<file path="src/rtta_pkg.sv">
// Constants shared by the tick, alarm and wake-up logic
package rtta_pkg;
  // Register byte offsets
  localparam logic [7:0] ENABLES_OFS = 8'h28;
  localparam logic [7:0] FLAGS_OFS   = 8'h2C;
  localparam logic [7:0] TICK_OFS    = 8'h30;

  // Field positions
  localparam int ALARM_BIT   = 0;
  localparam int TICK_BIT    = 1;
  localparam int SEL_LSB     = 0;
  localparam int SEL_W       = 3;
  localparam int WAKE_BIT    = 3;

  // Reset values
  localparam logic [1:0] ENABLES_RST = 2'h0;
  localparam logic [1:0] FLAGS_RST   = 2'h0;
  localparam logic [2:0] SEL_RST     = 3'h0;
  localparam logic       WAKE_RST    = 1'h0;

  // Base rate of the incoming time base pulse, in Hz
  localparam int BASE_HZ     = 128;
  // Clock rate
  localparam int CLK_HZ      = 125_000_000;
endpackage : rtta_pkg

</file>
<file path="src/rtta_top.sv">
// Tick, alarm flag and wake-up logic of the real-time clock
// Function
// - With the tick interrupt enable set, each tick period sets the tick flag.
// - Writing one to the tick flag clears it, writing zero leaves it.
// - With the alarm interrupt enable set, a time and calendar match sets the alarm flag.
// - Writing one to the alarm flag clears it, writing zero leaves it.
// - Each source requests an interrupt only in the cycle after its flag and its enable were both one.
// - The three-bit select gives a tick period of one second over two to its value.
// - With wake-up enabled in power-down, every tick raises a wake-up request.
// - With wake-up enabled an alarm match also wakes, with it cleared nothing wakes.
// - The enable register holds tick enable at bit 1 and alarm enable at bit 0.
// - Settings read back only once the access enable flag is active.
//
// Design decision made here: strobed register access.
`timescale 1ns/10ps
module rtta_top #(
  parameter int SEL_W     = 3,
  parameter int BASE_LOG2 = 7
) (
  input  wire logic        clk_i,
  input  wire logic        rst_n_i,
  input  wire logic [7:0]  addr_i,
  input  wire logic [31:0] wdata_i,
  input  wire logic        wr_i,
  input  wire logic        rd_i,
  output logic      [31:0] rdata_o,
  input  wire logic        base_128hz_i,
  input  wire logic [31:0] time_counter_i,
  input  wire logic [31:0] calendar_counter_i,
  input  wire logic [31:0] alarm_time_setting_i,
  input  wire logic [31:0] alarm_calendar_setting_i,
  input  wire logic        access_enable_flag_i,
  input  wire logic        power_down_i,
  output logic             tick_irq_o,
  output logic             alarm_irq_o,
  output logic             irq_o,
  output logic             wakeup_o
);

  if (SEL_W != rtta_pkg::SEL_W || BASE_LOG2 != (1 << SEL_W) - 1 ||
      (1 << BASE_LOG2) != rtta_pkg::BASE_HZ) begin : g_bad_params
    $error("rtta_top: select width and base divider do not match");
  end

  // Register state
  logic                 tick_irq_enable;
  logic                 alarm_irq_enable;
  logic                 tick_flag;
  logic                 alarm_flag;
  logic [SEL_W-1:0]     tick_period_select;
  logic                 wakeup_enable;
  logic [BASE_LOG2-1:0] base_cnt;
  logic                 match_d;

  // Decode and event terms
  logic wr_enables;
  logic wr_flags;
  logic wr_tick;
  logic tick_evt;
  logic alarm_match;
  logic alarm_evt;
  logic next_tick_flag;
  logic next_alarm_flag;

  // Tick falls on a base pulse once the unmasked low count bits are all ones
  function automatic logic tick_due(input logic [BASE_LOG2-1:0] cnt,
                                    input logic [SEL_W-1:0]     sel);
    logic [BASE_LOG2-1:0] mask;
    mask = '1;
    mask = mask << (BASE_LOG2[SEL_W:0] - {1'b0, sel});
    return &(cnt | mask);
  endfunction

  function automatic logic hit(input logic [7:0] a, input logic [7:0] ofs);
    return a == ofs;
  endfunction

  assign wr_enables = wr_i && hit(addr_i, rtta_pkg::ENABLES_OFS);
  assign wr_flags   = wr_i && hit(addr_i, rtta_pkg::FLAGS_OFS);
  assign wr_tick    = wr_i && hit(addr_i, rtta_pkg::TICK_OFS);

  // Divider of the one-second time base
  always_ff @(posedge clk_i or negedge rst_n_i) begin
    if (!rst_n_i) begin
      base_cnt <= '0;
    end else if (base_128hz_i) begin
      base_cnt <= base_cnt + 1'b1;
    end
  end

  assign tick_evt = base_128hz_i && tick_due(base_cnt, tick_period_select);

  // Alarm match edge, so a standing match sets the flag once
  assign alarm_match = (time_counter_i == alarm_time_setting_i) &&
                       (calendar_counter_i == alarm_calendar_setting_i);

  always_ff @(posedge clk_i or negedge rst_n_i) begin
    if (!rst_n_i) begin
      match_d <= 1'b0;
    end else begin
      match_d <= alarm_match;
    end
  end

  assign alarm_evt = alarm_match && !match_d;

  // Enable register
  always_ff @(posedge clk_i or negedge rst_n_i) begin
    if (!rst_n_i) begin
      tick_irq_enable  <= rtta_pkg::ENABLES_RST[rtta_pkg::TICK_BIT];
      alarm_irq_enable <= rtta_pkg::ENABLES_RST[rtta_pkg::ALARM_BIT];
    end else if (wr_enables) begin
      tick_irq_enable  <= wdata_i[rtta_pkg::TICK_BIT];
      alarm_irq_enable <= wdata_i[rtta_pkg::ALARM_BIT];
    end
  end

  // Tick period and wake-up register
  always_ff @(posedge clk_i or negedge rst_n_i) begin
    if (!rst_n_i) begin
      tick_period_select <= rtta_pkg::SEL_RST;
      wakeup_enable      <= rtta_pkg::WAKE_RST;
    end else if (wr_tick) begin
      tick_period_select <= wdata_i[rtta_pkg::SEL_LSB +: SEL_W];
      wakeup_enable      <= wdata_i[rtta_pkg::WAKE_BIT];
    end
  end

  // Flags: a new event wins over a clear in the same cycle
  always_comb begin
    next_tick_flag  = tick_flag;
    next_alarm_flag = alarm_flag;
    if (wr_flags && wdata_i[rtta_pkg::TICK_BIT]) begin
      next_tick_flag = 1'b0;
    end
    if (wr_flags && wdata_i[rtta_pkg::ALARM_BIT]) begin
      next_alarm_flag = 1'b0;
    end
    if (tick_evt && tick_irq_enable) begin
      next_tick_flag = 1'b1;
    end
    if (alarm_evt && alarm_irq_enable) begin
      next_alarm_flag = 1'b1;
    end
  end

  always_ff @(posedge clk_i or negedge rst_n_i) begin
    if (!rst_n_i) begin
      tick_flag  <= rtta_pkg::FLAGS_RST[rtta_pkg::TICK_BIT];
      alarm_flag <= rtta_pkg::FLAGS_RST[rtta_pkg::ALARM_BIT];
    end else begin
      tick_flag  <= next_tick_flag;
      alarm_flag <= next_alarm_flag;
    end
  end

  // Interrupt requests
  always_ff @(posedge clk_i or negedge rst_n_i) begin
    if (!rst_n_i) begin
      tick_irq_o  <= 1'b0;
      alarm_irq_o <= 1'b0;
      irq_o       <= 1'b0;
    end else begin
      tick_irq_o  <= tick_flag && tick_irq_enable;
      alarm_irq_o <= alarm_flag && alarm_irq_enable;
      irq_o       <= (tick_flag && tick_irq_enable) ||
                     (alarm_flag && alarm_irq_enable);
    end
  end

  // Wake-up request from power-down
  always_ff @(posedge clk_i or negedge rst_n_i) begin
    if (!rst_n_i) begin
      wakeup_o <= 1'b0;
    end else begin
      wakeup_o <= power_down_i && wakeup_enable && (tick_evt || alarm_evt);
    end
  end

  // Read port, data one cycle after the strobe
  always_ff @(posedge clk_i or negedge rst_n_i) begin
    if (!rst_n_i) begin
      rdata_o <= '0;
    end else if (rd_i) begin
      rdata_o <= '0;
      if (hit(addr_i, rtta_pkg::FLAGS_OFS)) begin
        rdata_o[rtta_pkg::TICK_BIT]  <= tick_flag;
        rdata_o[rtta_pkg::ALARM_BIT] <= alarm_flag;
      end else if (hit(addr_i, rtta_pkg::ENABLES_OFS) && access_enable_flag_i) begin
        rdata_o[rtta_pkg::TICK_BIT]  <= tick_irq_enable;
        rdata_o[rtta_pkg::ALARM_BIT] <= alarm_irq_enable;
      end else if (hit(addr_i, rtta_pkg::TICK_OFS) && access_enable_flag_i) begin
        rdata_o[rtta_pkg::SEL_LSB +: SEL_W] <= tick_period_select;
        rdata_o[rtta_pkg::WAKE_BIT]         <= wakeup_enable;
      end
    end else begin
      rdata_o <= '0;
    end
  end
endmodule // rtta_top

</file>
<file path="config.mk">
export PLATFORM = sky130hd
export DESIGN_NAME = rtta_top
export DESIGN_NICKNAME = d
export VERILOG_FILES = /design/src/rtta_pkg.sv /design/src/rtta_top.sv
export SDC_FILE = /design/constraint.sdc
export NUM_CORES = 1
export LEC_CHECK = 0
export ABC_AREA = 0
export ABC_CLOCK_PERIOD_IN_PS = 1100
export BUFFER_PORTS_ARGS = -buffer_cell sky130_fd_sc_hd__buf_2
export CAP_MARGIN = 0
export CORE_MARGIN = 8
export CORE_UTILIZATION = 32
export DETAILED_ROUTE_END_ITERATION = 16
export GPL_TIMING_DRIVEN = 1
export PLACE_DENSITY = 0.8
export RECOVER_POWER = 25
export SYNTH_ARGS = -nofsm -noshare
export SYNTH_HDL_FRONTEND = slang
export SYNTH_SLANG_ARGS = --single-unit
</file>
<file path="constraint.sdc">
create_clock -name clk_i -period 1.1 [get_ports clk_i]
set_input_delay 0 -clock clk_i [delete_from_list [all_inputs] [get_ports clk_i]]
set_output_delay 0 -clock clk_i [all_outputs]
set_load 0.01 [all_outputs]
</file>
==> results by group, run 1 <==
Global routing
  • GRT Residual Overflow: 0
  • First-pass GRT wire length: 9910 um
  • Largest net degree at the start of global routing: 25
  • Global Route Usage Sum: 13.8%
  • Vias in the first global route: 2291
  • Initial antenna violation count: 0

Timing
  • Worst-margin pin slew: 584 ps
  • Final Setup Violations: 11
  • Tmin final: 1320 ps
  • FMAX: 759 MHz
  • Slew Viols, Final: 0
  • Part of the cycle the worst path needs: 120%
  • Final Hold Vio Count: 0
  • RSZ-0062 raised after global routing: yes
  • WHS: 14.6 ps
  • Worst setup margin: -218 ps
  • Max-Slew Margin vs Limit: 61.1%
  • Worst clock skew: 2.31 ps

Worst setup path
  • Worst-path maximum fanout: 3
  • Critical Path End Type: flop
  • Buffer and inverter count on the worst path: 0
  • Crit path required time: 1280 ps
  • Critical path launch point type: flop
  • Max incr delay on CP: 400 ps
  • CP Class: flop to flop
  • Crit-path cells: nand3_2 > nor2_4 > a31oi_4 > or3_1 > o31ai_1
  • Critical path's slowest cell: dfrtp_1
  • Critical Path AT: 1500 ps
  • Crit-path leading delay family: simple AND/OR/NAND/NOR gates

Drt
  • First DRT Iteration DRCs: 29
  • DR vias/cell: 4.44
  • Total number of vias: 2041
  • Post-Route WL: 7020 um
  • Pre-antenna DRT Iters: 4
  • Drc violations: 0
  • Wire per inst: 15.3 um
  • ANT nets after route: 0

Clock tree
  • H-Tree Depth: 1
  • Clk root buf: clkbuf_8
  • CTS Sinks: 24
  • Clock transition at the registers of the reported paths: 80 ps
  • Clock Latency Late Sink: 270 ps
  • Max Root-Sink Buffers: 2
  • CTS tree: done
  • Total CTS buffers: 3

Synthesis
  • Most common library cells after synthesis: xnor2_1 (68), buf_4 (28), dfrtp_1 (24), nand4_1 (19), nand2_1 (9)
  • Number of library cell types mapped by synthesis: 36
  • Predominant post-synthesis flop cell: dfrtp_1
  • Ys async rst share: 100%
  • Register area share after synthesis: 30.5%
  • YS warnings: 0
  • Mapped cell area: 1970 sq um
  • Avg Inst Size Synth: 9.74 sq um
  • Top post-synthesis cells by area: dfrtp_1 (31%), xnor2_1 (30%), buf_4 (11%)
  • Cell with the most instances after synthesis: xnor2_1
  • Cells after Synth: 202
  • Number of flops mapped to enable cells by yosys: 0
  • Most area-hungry cell type in the Yosys netlist: dfrtp_1
  • Post-synth top area share: 30.5%
  • Synth Register Bits: 24

Run
  • Max Cap Violations: 0

Floorplanning
  • FP Rows: 28
  • Die area: 8910 sq um
  • Initial Util: 33.2%
  • Top Ports: 211
  • Width of the die: 94.4 um
  • Vertical die dimension: 94.4 um
  • Core Footprint: 5920 sq um

Run status
  • Failing checks: negative setup slack
  • Status: complete, but fails checks

Cells and area
  • Layout area overhead: 66.2%
  • # fillers: 506
  • Nets: 562
  • Final instance area: 3270 sq um
  • Max FFs per register: 7
  • Fraction of layout cells with a size suffix above 1: 58.4%
  • Antenna Cells: 0
  • Regs by FF count: base_cnt x7, rdata_o x4, tick_period_select x3
  • Largest register by flop count: base_cnt
  • Finished Layout Cells: 460

Pwr
  • Clock share of power: 18.0%
  • NetSw: 1.02 mW
  • Sequential Power Share: 34.4%
  • Comb pwr share: 47.6%
  • Sw frac: 30.8%
  • P per Cell Area: 1020 nW/um^2
  • Int Pwr: 2.30 mW
  • Peak VDD IR: 913 uV
  • LEAKAGE: 1.65 nW

Placed design
  • Placed inst area: 2830 sq um
  • Place WS: -468 ps
  • Hpwl dp: 6010 um
  • DP Cell Count: 444
  • Gp weighted congestion: 0.878
  • IO Port Bufs: 154

Worst hold path
  • Hold crit path type: primary input to flop
-- cell usage in the layout, fill, tap and decap left out, types with 2 or more instances in the layout --
master         synthesis  layout
conb_1                 1      28
buf_6                  0       9
buf_2                  0     146
dfrtp_1               24      23
nor4_2                 1       3
xor2_1                 2       2
and2_1                 5       3
nand3_2                0       2
xnor2_1               68      54
clkbuf_8               0       4
mux2_2                 5       4
xnor2_2                0      14
nand2b_1               2       2
a32oi_1                2       2
nand2_1                9       6
buf_4                 28      21
nand4_1               19      19
a21o_1                 2       2
mux2_4                 2       3
nor4_4                 0       2
nand2_2                0       3
inv_1                  2       2
dlygate4sd3_1          0       4
a21boi_1               1       2
nor2_1                 4       2
or3_1                  2       2
-- power by group through the flow --
stage	registers, mW	clock network [mW]	logic, mW
final	1.14	0.598	1.58
after global placement	1.13	0	1.15
after floorplan	1.15	0	0.597
after global routing	1.15	0.638	1.72
after CTS	1.13	0.611	1.36
after detailed placement	1.14	0	1.20
-- per-layer routing --
layer | vias up | part of all wire (%) | GRT usage (%) | wire, um
met2 | 106 | 56 | 26.4 | 3940
met3 | 7 | 8.9 | 4.29 | 628
li1 | 1003 | - | - | -
met1 | 925 | 34 | 13.6 | 2370
met5 | - | 0 | 0 | 0
met4 | 0 | 1.2 | 4.49 | 86
-- final cells by class --
cell class / count / area [sq um] / area share (%)
clock buffer: 4 / 55.1 / 1.68
timing repair buffer: 181 / 1030 / 31.6
tap: 75 / 93.8 / 2.87
inverter: 2 / 7.51 / 0.230
sequential: 24 / 602 / 18.4
multi-input combinational: 174 / 1480 / 45.2
-- path summary, 6_finish.rpt --
| kind | from | end | slack, ps | cells past startpoint |
|---|---|---|---|---|
| min in group asynchronous | rst_n_i | base_cnt[4] | 260 | 2 |
| setup / recovery | base_cnt[0] | wakeup_o | -220 | 5 |
| max in group asynchronous | rst_n_i | tick_period_select[0] | 430 | 2 |
| setup reg to reg | base_cnt[0] | wakeup_o | -220 | 5 |
| hold reg to reg | match_d | wakeup_o | 450 | 1 |
| hold / removal | wdata_i[1] | tick_irq_enable | 10 | 2 |
-- through the flow --
| step | power, mW | setup TNS [ps] | util, % |
|---|---|---|---|
| 6_report | 3.32 | -889 | 55.2 |
| 2_1_floorplan | 1.75 | -743 | - |
| 5_1_grt | 3.52 | -1330 | 55.2 |
| 3_5_place_dp | 2.33 | -4480 | 47.9 |
| 4_1_cts | 3.10 | -454 | 51.1 |
| 3_3_place_gp | 2.29 | -3730 | 47.9 |
-- cell families after synthesis --
| logic type | synth area share [%] |
|---|---|
| xor+xnor | 31.2 |
| simple gates | 16.8 |
| buf+inv | 11.3 |
| flops | 30.5 |
| compound gates | 5.03 |
| mux | 4.39 |
| fa+ha+maj | 0.636 |
| other cells | 0.191 |
-- repair_timing --
action                                  4_1_cts  5_1_grt
resized for setup                            13       36
hold endpoints to repair                     26        1
endpoints found under the setup margin       12       15
hold buffers                                  3        1
setup buffers                                 4        5
pin swaps                                    17       27
No activity file was read; power rests on OpenSTA's default activity.
==> run 2: changes to the inputs <==
- MAX_ROUTING_LAYER: unset -> met4
==> results by group, run 2 (synthesis results as in run 1) <==
Drt
  • Pre-antenna DRT Iters: 4 (unchanged)
  • Total number of vias: 2063 (was 2041)
  • Wire per inst: 15.2 um (was 15.3 um)
  • First DRT Iteration DRCs: 34 (was 29)
  • Drc violations: 0 (unchanged)
  • DR vias/cell: 4.48 (was 4.44)
  • Post-Route WL: 7000 um (was 7020 um)
  • ANT nets after route: 0 (unchanged)

Worst setup path
  • Reg-to-reg startpoint: base_cnt[0] (unchanged)
  • Crit path required time: 1280 ps (about the same)
  • Critical path launch point type: flop (unchanged)
  • Worst Reg-to-Reg Cells: 5 (unchanged)
  • CP Class: flop to flop (unchanged)
  • Critical Path AT: 1500 ps (about the same)
  • Reg-to-reg slack, setup: -220 ps (about the same)
  • Worst-path maximum fanout: 3 (unchanged)
  • FF-to-FF End: wakeup_o (unchanged)
  • Critical Path End Type: flop (unchanged)

Clock tree
  • CTS tree: done (unchanged)
  • CTS Sinks: 24 (unchanged)
  • Clock transition at the registers of the reported paths: 80 ps (about the same)
  • Clock Latency Late Sink: 260 ps (was 270 ps)
  • Total CTS buffers: 3 (unchanged)
  • Max Root-Sink Buffers: 2 (unchanged)
  • H-Tree Depth: 1 (unchanged)
  • Clk root buf: clkbuf_8 (unchanged)

Placed design
  • Gp weighted congestion: 0.892 (was 0.878)
  • IO Port Bufs: 154 (unchanged)
  • Hpwl dp: 6010 um (unchanged)
  • Place WS: -468 ps (unchanged)

Worst hold path
  • Worst Hold End: tick_irq_enable (unchanged)
  • Hold crit path type: primary input to flop (unchanged)
  • WHS Path Cells: 2 (unchanged)
  • Critical hold path startpoint: wdata_i[1] (unchanged)

Timing
  • Worst setup margin: -218 ps (about the same)
  • FMAX: 759 MHz (about the same)
  • Final Setup Violations: 10 (was 11)
  • Final Hold Vio Count: 0 (unchanged)
  • Worst clock skew: 2.26 ps (was 2.31 ps)
  • Part of the cycle the worst path needs: 120% (about the same)
  • Slew Viols, Final: 0 (unchanged)
  • Max-Slew Margin vs Limit: 61.0% (was 61.1%)
  • Tmin final: 1320 ps (about the same)
  • Worst-margin pin slew: 585 ps (was 584 ps)
  • RSZ-0062 raised after global routing: yes (unchanged)

Pwr
  • P per Cell Area: 1010 nW/um^2 (was 1020 nW/um^2)
  • PnR Total Power: 3.31 mW (was 3.32 mW)
  • LEAKAGE: 1.65 nW (unchanged)
  • Peak VDD IR: 911 uV (was 913 uV)

Global routing
  • First-pass GRT wire length: 9880 um (was 9910 um)
  • Largest net degree at the start of global routing: 25 (unchanged)
  • GRT Residual Overflow: 0 (unchanged)
  • Global Route Usage Sum: 14.2% (was 13.8%)
  • Initial antenna violation count: 0 (unchanged)
  • Vias in the first global route: 2297 (was 2291)

Cells and area
  • Nets: 562 (unchanged)
  • Multi-input gate area: 1480 sq um (unchanged)
  • Core Util, Final: 55.2% (unchanged)
  • Regs by FF count: base_cnt x7, rdata_o x4, tick_period_select x3 (unchanged)
  • Area occupied by registers: 602 sq um (unchanged)
  • Max FFs per register: 7 (unchanged)
  • Antenna Cells: 0 (unchanged)
  • Largest register by flop count: base_cnt (unchanged)
  • Layout area overhead: 66.2% (unchanged)
  • Fraction of layout cells with a size suffix above 1: 58.4% (unchanged)
  • Commonest non-fill, non-tap cells in the layout: buf_2 (146), xnor2_1 (54), conb_1 (28) (unchanged)
  • # fillers: 506 (unchanged)
  • Most common cell after layout, fill and taps aside: buf_2 (unchanged)

Run status
  • Failing checks: negative setup slack (unchanged)
  • Status: complete, but fails checks (unchanged)

Floorplanning
  • FP Rows: 28 (unchanged)
  • Die area: 8910 sq um (unchanged)
  • Vertical die dimension: 94.4 um (unchanged)
  • Width of the die: 94.4 um (unchanged)
  • Top Ports: 211 (unchanged)
  • Core Footprint: 5920 sq um (unchanged)
  • Initial Util: 33.2% (unchanged)

Run
  • Max Cap Violations: 0 (unchanged)
-- run 2: cell counts in the layout (fill, tap and decap cells not counted) --
No cell type changed its count.
-- run 2: timing repair --
item	in CTS	in global routing
gates cloned	0	0
hold buffers	3	1
setup buffers	4	5
hold endpoints to repair	26	1
pin swaps	17	27
setup endpoints to repair	12	15
gates resized for setup	13	36
-- run 2: worst max path at each step --
stage,endpoint,slack (ps),startpoint,cells past startpoint
floorplan,alarm_irq_enable,-110,addr_i[7],5
finish,wakeup_o,-220,base_cnt[0],5
global placement,wakeup_o,-450,alarm_calendar_setting_i[14],7
detailed placement,wakeup_o,-470,alarm_calendar_setting_i[6],7
global route,wakeup_o,-270,base_cnt[2],5
CTS,tick_flag,-170,tick_period_select[0],5
-- run 2: per-stage QoR --
step	hold slack [ps]	setup TNS [ps]	cell area, sq um	instances
2_1_floorplan	-296	-743	2070	229
3_3_place_gp	1.17	-3730	2830	444
3_5_place_dp	6.45	-4480	2830	444
4_1_cts	0.0754	-454	3030	455
5_1_grt	6.82	-1330	3270	460
6_report	18.0	-875	3270	460
-- run 2: final cells by class --
type / count / share of cell area, %
inverter: 2 / 0.230
timing repair buffer: 181 / 31.6
multi-input combinational: 174 / 45.2
sequential: 24 / 18.4
clock buffer: 4 / 1.68
tap: 75 / 2.87
-- run 2: metal layers --
metal / global-route usage [%] / wire length, um
met5: - / 0
met4: 4.49 / 87
met3: 2.38 / 479
met2: 26.3 / 3910
met1: 14.8 / 2520
-- run 2: worst max-delay path, stage by stage (launching register included) --
cell and delay (ps):
dfrtp_1 400, nand3_2 110, nor2_4 150, a31oi_4 100, or3_1 390, o31ai_1 70
-- run 2: power by group --
group	internal [mW]	switching (mW)
Clock	0.320	0.271
Combinational	0.961	0.621
Sequential	1.02	0.124
Total	2.30	1.02
==> run 3: changes to the inputs <==
- REMOVE_ABC_BUFFERS: unset -> 1
==> results by group, run 3 (synthesis results as in run 1) <==
Timing
  • Setup_tns: -691 ps (was -875 ps)
  • RSZ-0062 raised after global routing: yes (unchanged)
  • Max-Slew Margin vs Limit: 61.8% (was 61.0%)
  • Worst setup margin: -162 ps (was -218 ps)
  • Tmin final: 1260 ps (was 1320 ps)
  • Final Setup Violations: 7 (was 10)
  • Part of the cycle the worst path needs: 115% (was 120%)
  • FMAX: 792 MHz (was 759 MHz)
  • Worst clock skew: 8.02 ps (was 2.26 ps)
  • Final Hold Vio Count: 0 (unchanged)
  • Worst-margin pin slew: 574 ps (was 585 ps)
  • Slew Viols, Final: 0 (unchanged)

Clock tree
  • Total CTS buffers: 3 (unchanged)
  • H-Tree Depth: 1 (unchanged)
  • CTS Sinks: 24 (unchanged)
  • Clock transition at the registers of the reported paths: 90 ps (was 80 ps)
  • CTS tree: done (unchanged)
  • Clock Latency Late Sink: 270 ps (was 260 ps)
  • Clk root buf: clkbuf_8 (unchanged)
  • Max Root-Sink Buffers: 2 (unchanged)

Run status
  • Failing checks: negative setup slack (unchanged)
  • Status: complete, but fails checks (unchanged)

Worst setup path
  • Worst Reg-to-Reg Cells: 5 (unchanged)
  • Critical path launch point type: flop (unchanged)
  • Critical path's slowest cell: dfrtp_1 (unchanged)
  • Crit path required time: 1270 ps (was 1280 ps)
  • FF-to-FF End: wakeup_o (unchanged)
  • Crit-path cells: nand3_2 > nor2_4 > a31oi_4 > or3_1 > o31ai_1 (unchanged)
  • Reg-to-reg startpoint: base_cnt[1] (was base_cnt[0])
  • Setup crit start: base_cnt[1] (was base_cnt[0])
  • Crit path capture: wakeup_o (unchanged)
  • Critical Path AT: 1430 ps (was 1500 ps)
  • Max incr delay on CP: 390 ps (was 400 ps)
  • Crit-path leading delay family: simple AND/OR/NAND/NOR gates (unchanged)
  • Levels on crit path: 5 (unchanged)
  • Reg-to-reg slack, setup: -160 ps (was -220 ps)
  • CP Class: flop to flop (unchanged)
  • Critical Path End Type: flop (unchanged)
  • Worst-path maximum fanout: 2 (was 3)
  • Buffer and inverter count on the worst path: 0 (unchanged)

Pwr
  • LEAKAGE: 1.60 nW (was 1.65 nW)
  • Peak VDD IR: 639 uV (was 911 uV)
  • P per Cell Area: 1000 nW/um^2 (was 1010 nW/um^2)

Drt
  • ANT nets after route: 0 (unchanged)
  • Total number of vias: 2023 (was 2063)
  • DR vias/cell: 4.43 (was 4.48)
  • Drc violations: 0 (unchanged)
  • Pre-antenna DRT Iters: 4 (unchanged)
  • Post-Route WL: 7340 um (was 7000 um)
  • Wire per inst: 16.1 um (was 15.2 um)
  • First DRT Iteration DRCs: 32 (was 34)

Global routing
  • Vias in the first global route: 2278 (was 2297)
  • First-pass GRT wire length: 10300 um (was 9880 um)
  • Initial antenna violation count: 0 (unchanged)
  • Largest net degree at the start of global routing: 25 (unchanged)
  • GRT Residual Overflow: 0 (unchanged)
  • Global Route Usage Sum: 15.0% (was 14.2%)

Cells and area
  • Nets: 559 (was 562)
  • Regs by FF count: base_cnt x7, rdata_o x4, tick_period_select x3 (unchanged)
  • Largest register by flop count: base_cnt (unchanged)
  • Finished Layout Cells: 457 (was 460)
  • Most common cell after layout, fill and taps aside: buf_2 (unchanged)
  • Max FFs per register: 7 (unchanged)
  • Commonest non-fill, non-tap cells in the layout: buf_2 (146), xnor2_1 (59), conb_1 (28) (was buf_2 (146), xnor2_1 (54), conb_1 (28))
  • Fraction of layout cells with a size suffix above 1: 56.8% (was 58.4%)
  • Layout area overhead: 63.2% (was 66.2%)
  • Antenna Cells: 0 (unchanged)

Floorplanning
  • Vertical die dimension: 94.4 um (unchanged)
  • FP Rows: 28 (unchanged)
  • Die area: 8910 sq um (unchanged)
  • Core Footprint: 5920 sq um (unchanged)
  • Top Ports: 211 (unchanged)
  • Width of the die: 94.4 um (unchanged)
  • Initial Util: 33.2% (unchanged)

Placed design
  • DP Cell Count: 444 (unchanged)
  • Hpwl dp: 6310 um (was 6010 um)
  • IO Port Bufs: 154 (unchanged)
  • Gp weighted congestion: 0.786 (was 0.892)

Run
  • Max Cap Violations: 0 (unchanged)

Worst hold path
  • Hold crit path type: primary input to flop (unchanged)
[run 3: cell count changes in the layout (fill, tap and decap cells not counted), moves of 2 or more]
cell,before,now
buf_6,9,11
buf_4,21,16
xnor2_1,54,59
xnor2_2,14,9
[run 3: how the worst min path moves through the flow]
| stage | startpoint | end | slack [ps] | depth (start not counted) |
|---|---|---|---|---|
| finish | rd_i | rdata_o[0] | 1 | 2 |
| global route | rd_i | rdata_o[0] | 5 | 2 |
| CTS | rd_i | rdata_o[1] | 2 | 2 |
| floorplan | rst_n_i | alarm_flag | -300 | 0 |
| global placement | rst_n_i | base_cnt[6] | -2 | 1 |
| detailed placement | rst_n_i | base_cnt[6] | 7 | 1 |
[run 3: report_power, final]
part	internal [mW]	switching (mW)	total, mW
sequential	1.02	0.103	1.12
clock	0.320	0.280	0.599
combinational	0.886	0.619	1.50
total	2.22	1.00	3.22
[run 3: timing repair]
item | in CTS | in global routing
resized for setup | 16 | 31
setup endpoints to repair | 13 | 15
pin swaps | 17 | 24
hold buffers | 4 | 0
setup buffers | 4 | 1
hold endpoints to repair | 27 | 0
[run 3: cell type report]
class,count,area [sq um]
Fill cell,532,2710
Multi-Input combinational cell,174,1430
Timing Repair Buffer,178,1020
Sequential cell,24,602
Tap cell,75,93.8
Clock buffer,4,55.1
Inverter,2,7.51
[run 3: worst register-to-register path, delay by kind of cell, from the launching register on]
| kind | cells | cell delay [ps] |
|---|---|---|
| AO/OA/AOI/OAI | 2 | 180 |
| AND/OR/NAND/NOR | 3 | 610 |
| flip-flops | 1 | 390 |
[run 3: routing by layer]
| layer | vias up | global-route usage [%] | share of wire [%] |
|---|---|---|---|
| met1 | 922 | 14.6 | 35 |
| met3 | 11 | 3.10 | 6.8 |
| met5 | - | - | 0 |
| met4 | 0 | 4.89 | 1.9 |
| met2 | 96 | 28.6 | 57 |
| li1 | 994 | - | - |
[run 3: metrics by stage]
step / setup slack, ps / area, sq um / power [mW] / utilization [%] / hold slack, ps
4_1_cts: -123 / 3030 / 3.09 / 51.2 / 2.39
5_1_grt: -213 / 3210 / 3.40 / 54.2 / 5.01
2_1_floorplan: -121 / 1850 / 1.67 / - / -296
3_5_place_dp: -486 / 2830 / 2.32 / 47.8 / 6.80
6_report: -162 / 3210 / 3.22 / 54.2 / 1.37
3_3_place_gp: -492 / 2830 / 2.27 / 47.8 / -2.37
